$ cat config.mk
export PLATFORM = sky130hd
export DESIGN_NAME = ssp_top
export DESIGN_NICKNAME = d
export VERILOG_FILES = /design/src/ssp_pkg.sv /design/src/ssp_fifo.sv /design/src/ssp_top.sv
export SDC_FILE = /design/constraint.sdc
export NUM_CORES = 1
export LEC_CHECK = 0
export BUFFER_PORTS_ARGS = -buffer_cell sky130_fd_sc_hd__buf_4
export CAP_MARGIN = 30
export CELL_PAD_IN_SITES_DETAIL_PLACEMENT = 0
export CELL_PAD_IN_SITES_GLOBAL_PLACEMENT = 2
export CORE_MARGIN = 5
export CORE_UTILIZATION = 43
export DETAILED_ROUTE_END_ITERATION = 10
export GPL_ROUTABILITY_DRIVEN = 0
export PLACE_DENSITY_LB_ADDON = 0.08
export SLEW_MARGIN = 20
export SYNTH_ARGS = -nofsm -noshare
export SYNTH_HDL_FRONTEND = slang
export SYNTH_SLANG_ARGS = --single-unit
$ cat constraint.sdc
create_clock -name i_mclk -period 5 [get_ports i_mclk]
set_clock_uncertainty 0.2 [all_clocks]
set_input_delay 0.25 -clock i_mclk [delete_from_list [all_inputs] [get_ports i_mclk]]
set_output_delay 0.25 -clock i_mclk [all_outputs]
set_load 0.03 [all_outputs]
$ cat src/ssp_pkg.sv
// Package: register map, fields, reset values and state codes of the port
package ssp_pkg;
   // Register byte offsets
   localparam logic [4:0] ADDR_CTRL0 = 5'h00;
   localparam logic [4:0] ADDR_CTRL1 = 5'h04;
   localparam logic [4:0] ADDR_DATA = 5'h08;
   localparam logic [4:0] ADDR_STATUS = 5'h0c;
   localparam logic [4:0] ADDR_PRESCALE = 5'h10;
   // Status bit positions
   localparam int ST_TX_EMPTY = 0;
   localparam int ST_TX_NFULL = 1;
   localparam int ST_RX_NEMPTY = 2;
   localparam int ST_RX_FULL = 3;
   localparam int ST_BUSY = 4;
   localparam int ST_OVERRUN = 5;
   // Frame size limits, size field holds bits minus one
   localparam logic [3:0] DSS_MIN = 4'h3;
   localparam logic [3:0] DSS_RST = 4'h7;
   localparam logic [4:0] CMD_BITS = 5'h08;
   localparam logic [4:0] WORD_BITS = 5'h10;
   // Prescaler: even divisor, at least two
   localparam logic [7:0] CPS_RST = 8'h02;
   localparam logic [7:0] CPS_MIN = 8'h02;
   localparam logic [7:0] SCR_RST = 8'h00;

   typedef enum logic [1:0]
   {
      FMT_SPI = 2'h0,
      FMT_PULSE = 2'h1,
      FMT_CMD = 2'h2
   } ssp_fmt_t;

   typedef enum logic [1:0]
   {
      S_IDLE = 2'h0,
      S_LEAD = 2'h1,
      S_SHIFT = 2'h3,
      S_TAIL = 2'h2
   } ssp_state_t;

   typedef struct packed
   {
      logic [7:0] scr;
      logic cpha;
      logic cpol;
      logic [1:0] fmt;
      logic [3:0] dss;
   } ssp_ctrl0_t;

   typedef struct packed
   {
      logic sod;
      logic slave;
      logic enable;
      logic loopback;
   } ssp_ctrl1_t;
endpackage

$ cat src/ssp_fifo.sv
// First-in first-out buffer with valid and ready on both sides
`timescale 1ns/1ps
module ssp_fifo #(
   parameter int W = 16,
   parameter int DEPTH = 8
) (
   // Clock and reset
   input wire logic i_mclk,
   input wire logic i_sys_rst,
   // Fill side
   input wire logic i_valid,
   output logic o_ready,
   input wire logic [W-1:0] i_data,
   // Drain side
   output logic o_valid,
   input wire logic i_ready,
   output logic [W-1:0] o_data
);
   localparam int AW = $clog2(DEPTH);
   logic [W-1:0] mem_ff [DEPTH];
   logic [AW-1:0] wr_ff;
   logic [AW-1:0] rd_ff;
   logic [AW:0] cnt_ff;
   logic push;
   logic pop;

   assign o_ready = cnt_ff != (AW+1)'(DEPTH);
   assign o_valid = cnt_ff != '0;
   assign o_data = mem_ff[rd_ff];
   assign push = i_valid & o_ready;
   assign pop = o_valid & i_ready;

   always_ff @(posedge i_mclk)
   begin
      if (push)
         mem_ff[wr_ff] <= i_data;
   end

   always_ff @(posedge i_mclk)
   begin
      if (i_sys_rst)
      begin
         wr_ff <= '0;
         rd_ff <= '0;
         cnt_ff <= '0;
      end
      else
      begin
         wr_ff <= wr_ff + AW'(push);
         rd_ff <= rd_ff + AW'(pop);
         cnt_ff <= cnt_ff + (AW+1)'(push) - (AW+1)'(pop);
      end
   end
endmodule // ssp_fifo

$ cat src/ssp_top.sv
// Synchronous serial port: register slave, clock divider, shifter, buffers
// Contract
// Four wires: clock, frame select, data out, data in
// Three frame formats: SPI, pulse, command/response
// Frame length programmable from 4 to 16 bits
// Shift received bits in, serialise transmit words
// Separate eight-word, 16-bit transmit and receive buffers
// Configuration selects master or slave operation
// Slave may keep its data output undriven
// Master clock from prescaler then bit-rate divider
// Software keeps bit rate within peripheral limit
// Loopback routes transmit data to own receiver
// Master drives clock and frame; slave follows
//
// Implementation choices: the register addresses and the Avalon-MM interface to the registers.
`timescale 1ns/1ps
module ssp_top #(
   parameter int FIFO_DEPTH = 8
) (
   // Clock and reset
   input wire logic i_mclk,
   input wire logic i_sys_rst,
   // Avalon-MM register slave
   input wire logic [4:0] i_avs_address,
   input wire logic i_avs_read,
   input wire logic i_avs_write,
   input wire logic [31:0] i_avs_writedata,
   output logic [31:0] o_avs_readdata,
   output logic o_avs_waitrequest,
   // Serial link
   output logic o_sclk,
   output logic o_sclk_oe,
   input wire logic i_sclk,
   output logic o_fss,
   output logic o_fss_oe,
   input wire logic i_fss,
   output logic o_txd,
   output logic o_txd_oe,
   input wire logic i_rxd
);
   ssp_pkg::ssp_ctrl0_t ctrl0_ff;
   ssp_pkg::ssp_ctrl1_t ctrl1_ff;
   ssp_pkg::ssp_state_t state_ff;
   logic [7:0] cps_ff;
   logic rd_ack_ff;
   logic [31:0] rdata_ff;
   logic ovr_ff;
   logic data_sel;
   logic rd_take;
   logic wr_take;
   logic tx_in_ready;
   logic tx_valid;
   logic [15:0] tx_data;
   logic rxb_ready;
   logic rxb_valid;
   logic [15:0] rxb_data;
   logic rxq_ready;
   logic rx_valid;
   logic [15:0] rx_data;
   logic rx_pop;
   logic [3:0] dss;
   logic [4:0] nbits;
   logic [4:0] total;
   logic is_pulse;
   logic is_cmd;
   logic eff_cpol;
   logic eff_cpha;
   logic master;
   logic en;
   logic [6:0] p_cnt_ff;
   logic [7:0] s_cnt_ff;
   logic [6:0] half_cps;
   logic half_tick;
   logic [5:0] hcnt_ff;
   logic sclk_ff;
   logic fss_ff;
   logic [15:0] sh_ff;
   logic [15:0] rxsh_ff;
   logic [4:0] bitcnt_ff;
   logic first_ff;
   logic s_act_ff;
   logic sclk_q_ff;
   logic fss_q_ff;
   logic m_start;
   logic s_start;
   logic load;
   logic lead;
   logic trail;
   logic sample;
   logic shift;
   logic frame_done;
   logic rxd_eff;
   logic [15:0] word;

   // Register bus
   assign data_sel = i_avs_address == ssp_pkg::ADDR_DATA;
   assign o_avs_waitrequest = (i_avs_read & ~rd_ack_ff)
      | (i_avs_write & data_sel & ~tx_in_ready);
   assign rd_take = i_avs_read & ~rd_ack_ff;
   assign wr_take = i_avs_write & ~o_avs_waitrequest;
   assign rx_pop = rd_take & data_sel & rx_valid;
   assign o_avs_readdata = rdata_ff;

   always_ff @(posedge i_mclk)
   begin
      if (i_sys_rst)
         rd_ack_ff <= 1'b0;
      else
         rd_ack_ff <= rd_take;
   end

   always_ff @(posedge i_mclk)
   begin
      if (i_sys_rst)
         rdata_ff <= '0;
      else if (rd_take)
      begin
         case (i_avs_address)
            ssp_pkg::ADDR_CTRL0: rdata_ff <= {16'h0000, ctrl0_ff};
            ssp_pkg::ADDR_CTRL1: rdata_ff <= {28'h0000000, ctrl1_ff};
            ssp_pkg::ADDR_DATA: rdata_ff <= {16'h0000, rx_valid ? rx_data
               : 16'h0000};
            ssp_pkg::ADDR_STATUS: rdata_ff <= {26'h0000000, ovr_ff,
               state_ff != ssp_pkg::S_IDLE || s_act_ff || tx_valid,
               ~rxq_ready, rx_valid, tx_in_ready, ~tx_valid};
            ssp_pkg::ADDR_PRESCALE: rdata_ff <= {24'h000000, cps_ff};
            default: rdata_ff <= '0;
         endcase
      end
   end

   always_ff @(posedge i_mclk)
   begin
      if (i_sys_rst)
      begin
         ctrl0_ff <= '{scr: ssp_pkg::SCR_RST, cpha: 1'b0, cpol: 1'b0,
            fmt: ssp_pkg::FMT_SPI, dss: ssp_pkg::DSS_RST};
         ctrl1_ff <= '0;
         cps_ff <= ssp_pkg::CPS_RST;
      end
      else if (wr_take)
      begin
         if (i_avs_address == ssp_pkg::ADDR_CTRL0)
            ctrl0_ff <= i_avs_writedata[15:0];
         if (i_avs_address == ssp_pkg::ADDR_CTRL1)
            ctrl1_ff <= i_avs_writedata[3:0];
         if (i_avs_address == ssp_pkg::ADDR_PRESCALE)
            cps_ff <= i_avs_writedata[7:0];
      end
   end

   // Overrun flag: a new overrun wins over the clear
   always_ff @(posedge i_mclk)
   begin
      if (i_sys_rst)
         ovr_ff <= 1'b0;
      else if (frame_done && !rxb_ready)
         ovr_ff <= 1'b1;
      else if (wr_take && i_avs_address == ssp_pkg::ADDR_STATUS
         && i_avs_writedata[ssp_pkg::ST_OVERRUN])
         ovr_ff <= 1'b0;
   end

   // Buffers: transmit queue, two-entry receive stage, receive queue
   ssp_fifo #(.W(16), .DEPTH(FIFO_DEPTH)) u_txq (
      .i_mclk(i_mclk), .i_sys_rst(i_sys_rst),
      .i_valid(wr_take & data_sel), .o_ready(tx_in_ready),
      .i_data(i_avs_writedata[15:0]),
      .o_valid(tx_valid), .i_ready(load & tx_valid), .o_data(tx_data)
   );
   ssp_fifo #(.W(16), .DEPTH(2)) u_rxb (
      .i_mclk(i_mclk), .i_sys_rst(i_sys_rst),
      .i_valid(frame_done), .o_ready(rxb_ready), .i_data(word),
      .o_valid(rxb_valid), .i_ready(rxq_ready), .o_data(rxb_data)
   );
   ssp_fifo #(.W(16), .DEPTH(FIFO_DEPTH)) u_rxq (
      .i_mclk(i_mclk), .i_sys_rst(i_sys_rst),
      .i_valid(rxb_valid), .o_ready(rxq_ready), .i_data(rxb_data),
      .o_valid(rx_valid), .i_ready(rx_pop), .o_data(rx_data)
   );

   // Frame parameters
   assign dss = (ctrl0_ff.dss < ssp_pkg::DSS_MIN) ? ssp_pkg::DSS_MIN
      : ctrl0_ff.dss;
   assign nbits = {1'b0, dss} + 5'h01;
   assign is_pulse = ctrl0_ff.fmt == ssp_pkg::FMT_PULSE;
   assign is_cmd = ctrl0_ff.fmt == ssp_pkg::FMT_CMD;
   assign total = is_cmd ? nbits + ssp_pkg::CMD_BITS : nbits;
   assign eff_cpol = (is_pulse || is_cmd) ? 1'b0 : ctrl0_ff.cpol;
   assign eff_cpha = is_pulse ? 1'b1 : (is_cmd ? 1'b0 : ctrl0_ff.cpha);
   assign master = ~ctrl1_ff.slave;
   assign en = ctrl1_ff.enable;
   assign rxd_eff = ctrl1_ff.loopback ? sh_ff[15] : i_rxd;

   // Bit-rate generator: prescaler then divider
   assign half_cps = (cps_ff < ssp_pkg::CPS_MIN) ? 7'h01 : cps_ff[7:1];
   assign half_tick = (p_cnt_ff == half_cps - 7'h01)
      && (s_cnt_ff == ctrl0_ff.scr);

   always_ff @(posedge i_mclk)
   begin
      if (i_sys_rst || state_ff == ssp_pkg::S_IDLE)
      begin
         p_cnt_ff <= '0;
         s_cnt_ff <= '0;
      end
      else if (p_cnt_ff == half_cps - 7'h01)
      begin
         p_cnt_ff <= '0;
         s_cnt_ff <= (s_cnt_ff == ctrl0_ff.scr) ? 8'h00
            : s_cnt_ff + 8'h01;
      end
      else
         p_cnt_ff <= p_cnt_ff + 7'h01;
   end

   // Master frame sequencer
   assign m_start = en & master & tx_valid & rxb_ready
      & (state_ff == ssp_pkg::S_IDLE);

   always_ff @(posedge i_mclk)
   begin
      if (i_sys_rst)
      begin
         state_ff <= ssp_pkg::S_IDLE;
         hcnt_ff <= '0;
         sclk_ff <= 1'b0;
         fss_ff <= 1'b1;
      end
      else
      begin
         case (state_ff)
            ssp_pkg::S_IDLE:
            begin
               sclk_ff <= eff_cpol;
               fss_ff <= ~is_pulse;
               hcnt_ff <= '0;
               if (m_start)
               begin
                  state_ff <= ssp_pkg::S_LEAD;
                  fss_ff <= is_pulse;
               end
            end
            ssp_pkg::S_LEAD:
               if (half_tick)
               begin
                  if (is_pulse)
                     sclk_ff <= ~sclk_ff;
                  if (is_pulse && hcnt_ff == 6'h00)
                     hcnt_ff <= 6'h01;
                  else
                  begin
                     hcnt_ff <= '0;
                     fss_ff <= 1'b0;
                     state_ff <= ssp_pkg::S_SHIFT;
                  end
               end
            ssp_pkg::S_SHIFT:
               if (half_tick)
               begin
                  sclk_ff <= ~sclk_ff;
                  hcnt_ff <= hcnt_ff + 6'h01;
                  if (hcnt_ff == {total, 1'b0} - 6'h01)
                     state_ff <= ssp_pkg::S_TAIL;
               end
            ssp_pkg::S_TAIL:
               if (half_tick)
               begin
                  fss_ff <= ~is_pulse;
                  state_ff <= ssp_pkg::S_IDLE;
               end
            default: state_ff <= ssp_pkg::S_IDLE;
         endcase
      end
   end

   // Slave frame tracking on the sampled external clock
   always_ff @(posedge i_mclk)
   begin
      if (i_sys_rst)
      begin
         sclk_q_ff <= 1'b0;
         fss_q_ff <= 1'b1;
      end
      else
      begin
         sclk_q_ff <= i_sclk;
         fss_q_ff <= i_fss;
      end
   end

   assign s_start = en & ~master & ~s_act_ff & (is_pulse
      ? (i_fss & ~i_sclk & sclk_q_ff) : (fss_q_ff & ~i_fss));

   always_ff @(posedge i_mclk)
   begin
      if (i_sys_rst || master || !en)
         s_act_ff <= 1'b0;
      else if (s_start)
         s_act_ff <= 1'b1;
      else if (frame_done || (!is_pulse && i_fss))
         s_act_ff <= 1'b0;
   end

   // Edge classification and shift engine
   always_comb
   begin
      if (master)
      begin
         lead = (state_ff == ssp_pkg::S_SHIFT) & half_tick
            & (sclk_ff == eff_cpol);
         trail = (state_ff == ssp_pkg::S_SHIFT) & half_tick
            & (sclk_ff != eff_cpol);
      end
      else
      begin
         lead = s_act_ff & (i_sclk != sclk_q_ff) & (sclk_q_ff == eff_cpol);
         trail = s_act_ff & (i_sclk != sclk_q_ff) & (sclk_q_ff != eff_cpol);
      end
   end

   assign load = m_start | s_start;
   assign sample = eff_cpha ? trail : lead;
   assign shift = eff_cpha ? (lead & ~first_ff) : trail;
   assign frame_done = sample & (bitcnt_ff == total - 5'h01);
   assign word = {rxsh_ff[14:0], rxd_eff};

   always_ff @(posedge i_mclk)
   begin
      if (i_sys_rst)
      begin
         sh_ff <= '0;
         rxsh_ff <= '0;
         bitcnt_ff <= '0;
         first_ff <= 1'b0;
      end
      else if (load)
      begin
         if (!tx_valid)
            sh_ff <= '0;
         else if (is_cmd)
            sh_ff <= {tx_data[7:0], 8'h00};
         else
            sh_ff <= tx_data << (ssp_pkg::WORD_BITS - nbits);
         rxsh_ff <= '0;
         bitcnt_ff <= '0;
         first_ff <= 1'b1;
      end
      else
      begin
         if (lead)
            first_ff <= 1'b0;
         if (shift)
            sh_ff <= {sh_ff[14:0], 1'b0};
         if (sample)
         begin
            bitcnt_ff <= bitcnt_ff + 5'h01;
            if (!is_cmd || bitcnt_ff >= ssp_pkg::CMD_BITS)
               rxsh_ff <= word;
         end
      end
   end

   // Link pins
   assign o_sclk = sclk_ff;
   assign o_sclk_oe = en & master;
   assign o_fss = fss_ff;
   assign o_fss_oe = en & master;
   assign o_txd = sh_ff[15];
   assign o_txd_oe = en & (master | (s_act_ff & ~ctrl1_ff.sod));
endmodule // ssp_top

==> results.cfg <==
[cells_and_area]
diodes = 0
finish.utilization_pct = 49.8
fill_cells = 3800
layout.cells.non_filler = 2142
syn_to_final_growth_pct = 14.7
finalNetCount = 1607
drive_gt1_share_pct = 17.4

[critical_path]
arrival_ps = 4490
crit_required_ps = 5060
end_kind = flop
worstSetupStartpoint = ctrl0_ff[3]
crit_family = compound AO/OA/AOI/OAI gates
path_common_cell = ha_1
cpMaxStageDelayCell = dfxtp_1
worstPathBufferInverterCount = 2
path_max_fanout = 20
crit_type = reg2reg
max_stage_delay_ps = 530
critPathLaunchType = flop
r2r_start = ctrl0_ff[3]
worstPathCellList = o21ba_2 -> inv_1 -> ha_1 -> a21boi_0 -> a21oi_1 -> o31ai_1 -> xnor2_1 -> xor2_1 -> nand4_1 -> nor3_1 -> and2_1 -> ha_1 -> buf_4

[grt]
grt_pass1_wl_mm = 69.9
grt_pass1_vias = 11400
grt_start_max_net_pins = 68
grt.total_usage_pct = 19.2
antenna_found_initial = 1
grt.overflow.total = 0

[synthesis]
synthesis.area_um2 = 18700
async_flop_share_pct = 0
netlist.area_leader.share_pct = 46.2
yosysUniqueCellTypes = 81
synth_ff_type = edfxtp_1
yosysSeqAreaShare_pct = 60.7
netlist_instances = 1428
yosysTopAreaCell = edfxtp_1
synth_most_common_cell = edfxtp_1
syn-mean-instance-area_um2 = 13.1
synth-edff-count = 288
yosys-top-cells-area = edfxtp_1 (46%), dfxtp_1 (14%), mux4_2 (6.7%), mux2i_1 (3.9%), nor2_1 (3.0%)
yosys-top-cells-count = edfxtp_1 (288), nor2_1 (152), dfxtp_1 (135), nand2_1 (101), mux2i_1 (72)
yosysWarnings = 0
ys_ff_latch = 423

[floorplan]
die_height_um = 219
design.portCount = 83
start_util_pct = 43.4
placementRows = 76
core_area_um2 = 43100
die_area_um2 = 47800
die_w_um = 219

[drt]
drt_iter0_markers = 809
postRouteAntennaNets = 0
via_per_inst = 5.31
routedWlPerCell_um = 21.1
wl_met1_mm = 20.0
top_layer_used = met5
vias = 11400
drc_errors = 0
wl_met3_mm = 1.34
route.met2.wl_mm = 22.8
dr.pass1.iters = 7
routed_wl_mm = 45.2

[placement]
dp_slack_ps = 612
place_inst = 2035
port_buffers = 50
dp_hpwl_mm = 30.8

[timing]
min_period_over_period_pct = 88.6
final.setup.worst_slack_ps = 571
setup_viol_count_final = 0
maxSlewHeadroom_pct = 40.5
fmax_mhz = 226
worstMarginPinSlew_ps = 891
fin_tns_setup_ps = 0
fin_crit_ps = 4430
hold_viol = 0
maxSlewViolCount = 0
rsz0062_at_grt = no

[clocking]
cts_buffer_depth = 3
clkLatencyLatePin_ps = 570
path_clk_slew_ps = 60
cts_setup_buffers = 0
cts-root-buf = clkbuf_16
cts_max_level = 2
cts_tree = yes
numCtsBuffers = 46
clock_sinks = 423

[min_path]
min_path_type = in2reg
min_from = i_avs_address[4]

[job]
maxCapViolCount = 0

[power_and_ir_drop]
vdd_drop_max_mv = 0.290
p_per_area_nw_per_um2 = 373
leakagePower_nw = 7.33

[run_status]
status = finished clean
==> tightest hold or removal path: cells and delay by family <==
family,cells,cell delay (ps)
buffers and inverters,2,270
AND/OR/NAND/NOR,3,280
==> metal layers <==
layer  track usage, %  vias to the layer above
met4             5.63                        2
li1                 -                     5486
met1             25.2                     5658
met5                0                        -
met3             2.74                       61
met2             33.4                      170
==> final timing paths <==
check	end	cells after the start	slack (ps)
min reg2reg	sh_ff[11]	2	260
min	cps_ff[1]	5	90
max	u_rxb.mem_ff[1][10]	13	570
max reg2reg	u_rxb.mem_ff[1][10]	13	570
==> what timing repair did <==
action / in CTS / in global routing
endpoints found under the hold margin: 191 / 0
resized for setup: 0 / 0
hold buffers: 23 / 0
==> flip-flops by register name, summed over array words and instances, names as in the netlist, 5 cells and up <==
register        count
bitcnt_ff           5
sh_ff              16
s_cnt_ff            8
o_avs_readdata     16
rxsh_ff            15
p_cnt_ff            7
u_txq.mem_ff      128
cps_ff              8
hcnt_ff             6
u_rxq.mem_ff      128
u_rxb.mem_ff       32
ctrl0_ff           16
==> through the flow <==
step,hold slack [ps],total power [mW],instance area [um2]
2_1_floorplan,149,4.59,18800
3_3_place_gp,245,4.85,19800
3_5_place_dp,255,4.86,19800
4_1_cts,63.7,8.12,21400
5_1_grt,119,8.37,21500
6_report,89.3,8.00,21500
==> layout make-up <==
class                      count  area [um2]  area share [%]
inverter                      41         154           0.717
clock buffer                  59        1240            5.79
multi-input combinational    896        6860            32.0
sequential                   423       11400            52.9
tap                          585         732            3.41
clock inverter                24         188           0.875
timing repair buffer         114         926            4.31
==> layout by cell type (no fill, tap or decap), types with 9 or more instances in the layout <==
cell type,n
nand2_1,101
mux4_2,56
nand3_1,22
and3_1,9
clkbuf_1,11
nand2b_1,16
clkinv_2,9
o211ai_1,9
and2_1,9
nor2_1,152
dfxtp_1,132
a22oi_1,23
edfxtp_1,288
a21oi_1,53
nor3_1,29
ha_1,39
xor2_1,25
clkbuf_16,48
conb_1,16
dlygate4sd3_1,23
buf_4,90
clkinv_1,11
mux2_2,32
mux2i_1,72
inv_1,40
nor2b_1,24
xnor2_1,27
o21ai_0,44
a211oi_1,14
==> power by group <==
group / switching (mW) / internal [mW] / leakage, nW / total [mW]
Combinational: 0.489 / 0.318 / 2.87 / 0.807
Sequential: 0.0714 / 3.90 / 3.77 / 3.98
Clock: 1.36 / 1.86 / 0.695 / 3.21
Total: 1.92 / 6.08 / 7.33 / 8.00
==> kinds of logic after synthesis <==
kind of cell | count (synthesis) | share of synthesized area, %
flip-flops | 423 | 60.7
AND/OR/NAND/NOR | 413 | 10.6
AO/OA/AOI/OAI | 214 | 7.87
multiplexers | 160 | 12.5
buffers and inverters | 124 | 3.07
XOR/XNOR | 52 | 2.43
adder cells (fa/ha/maj) | 41 | 2.82
other | 1 | 0.0200
Power figures use the tool's default switching activity.
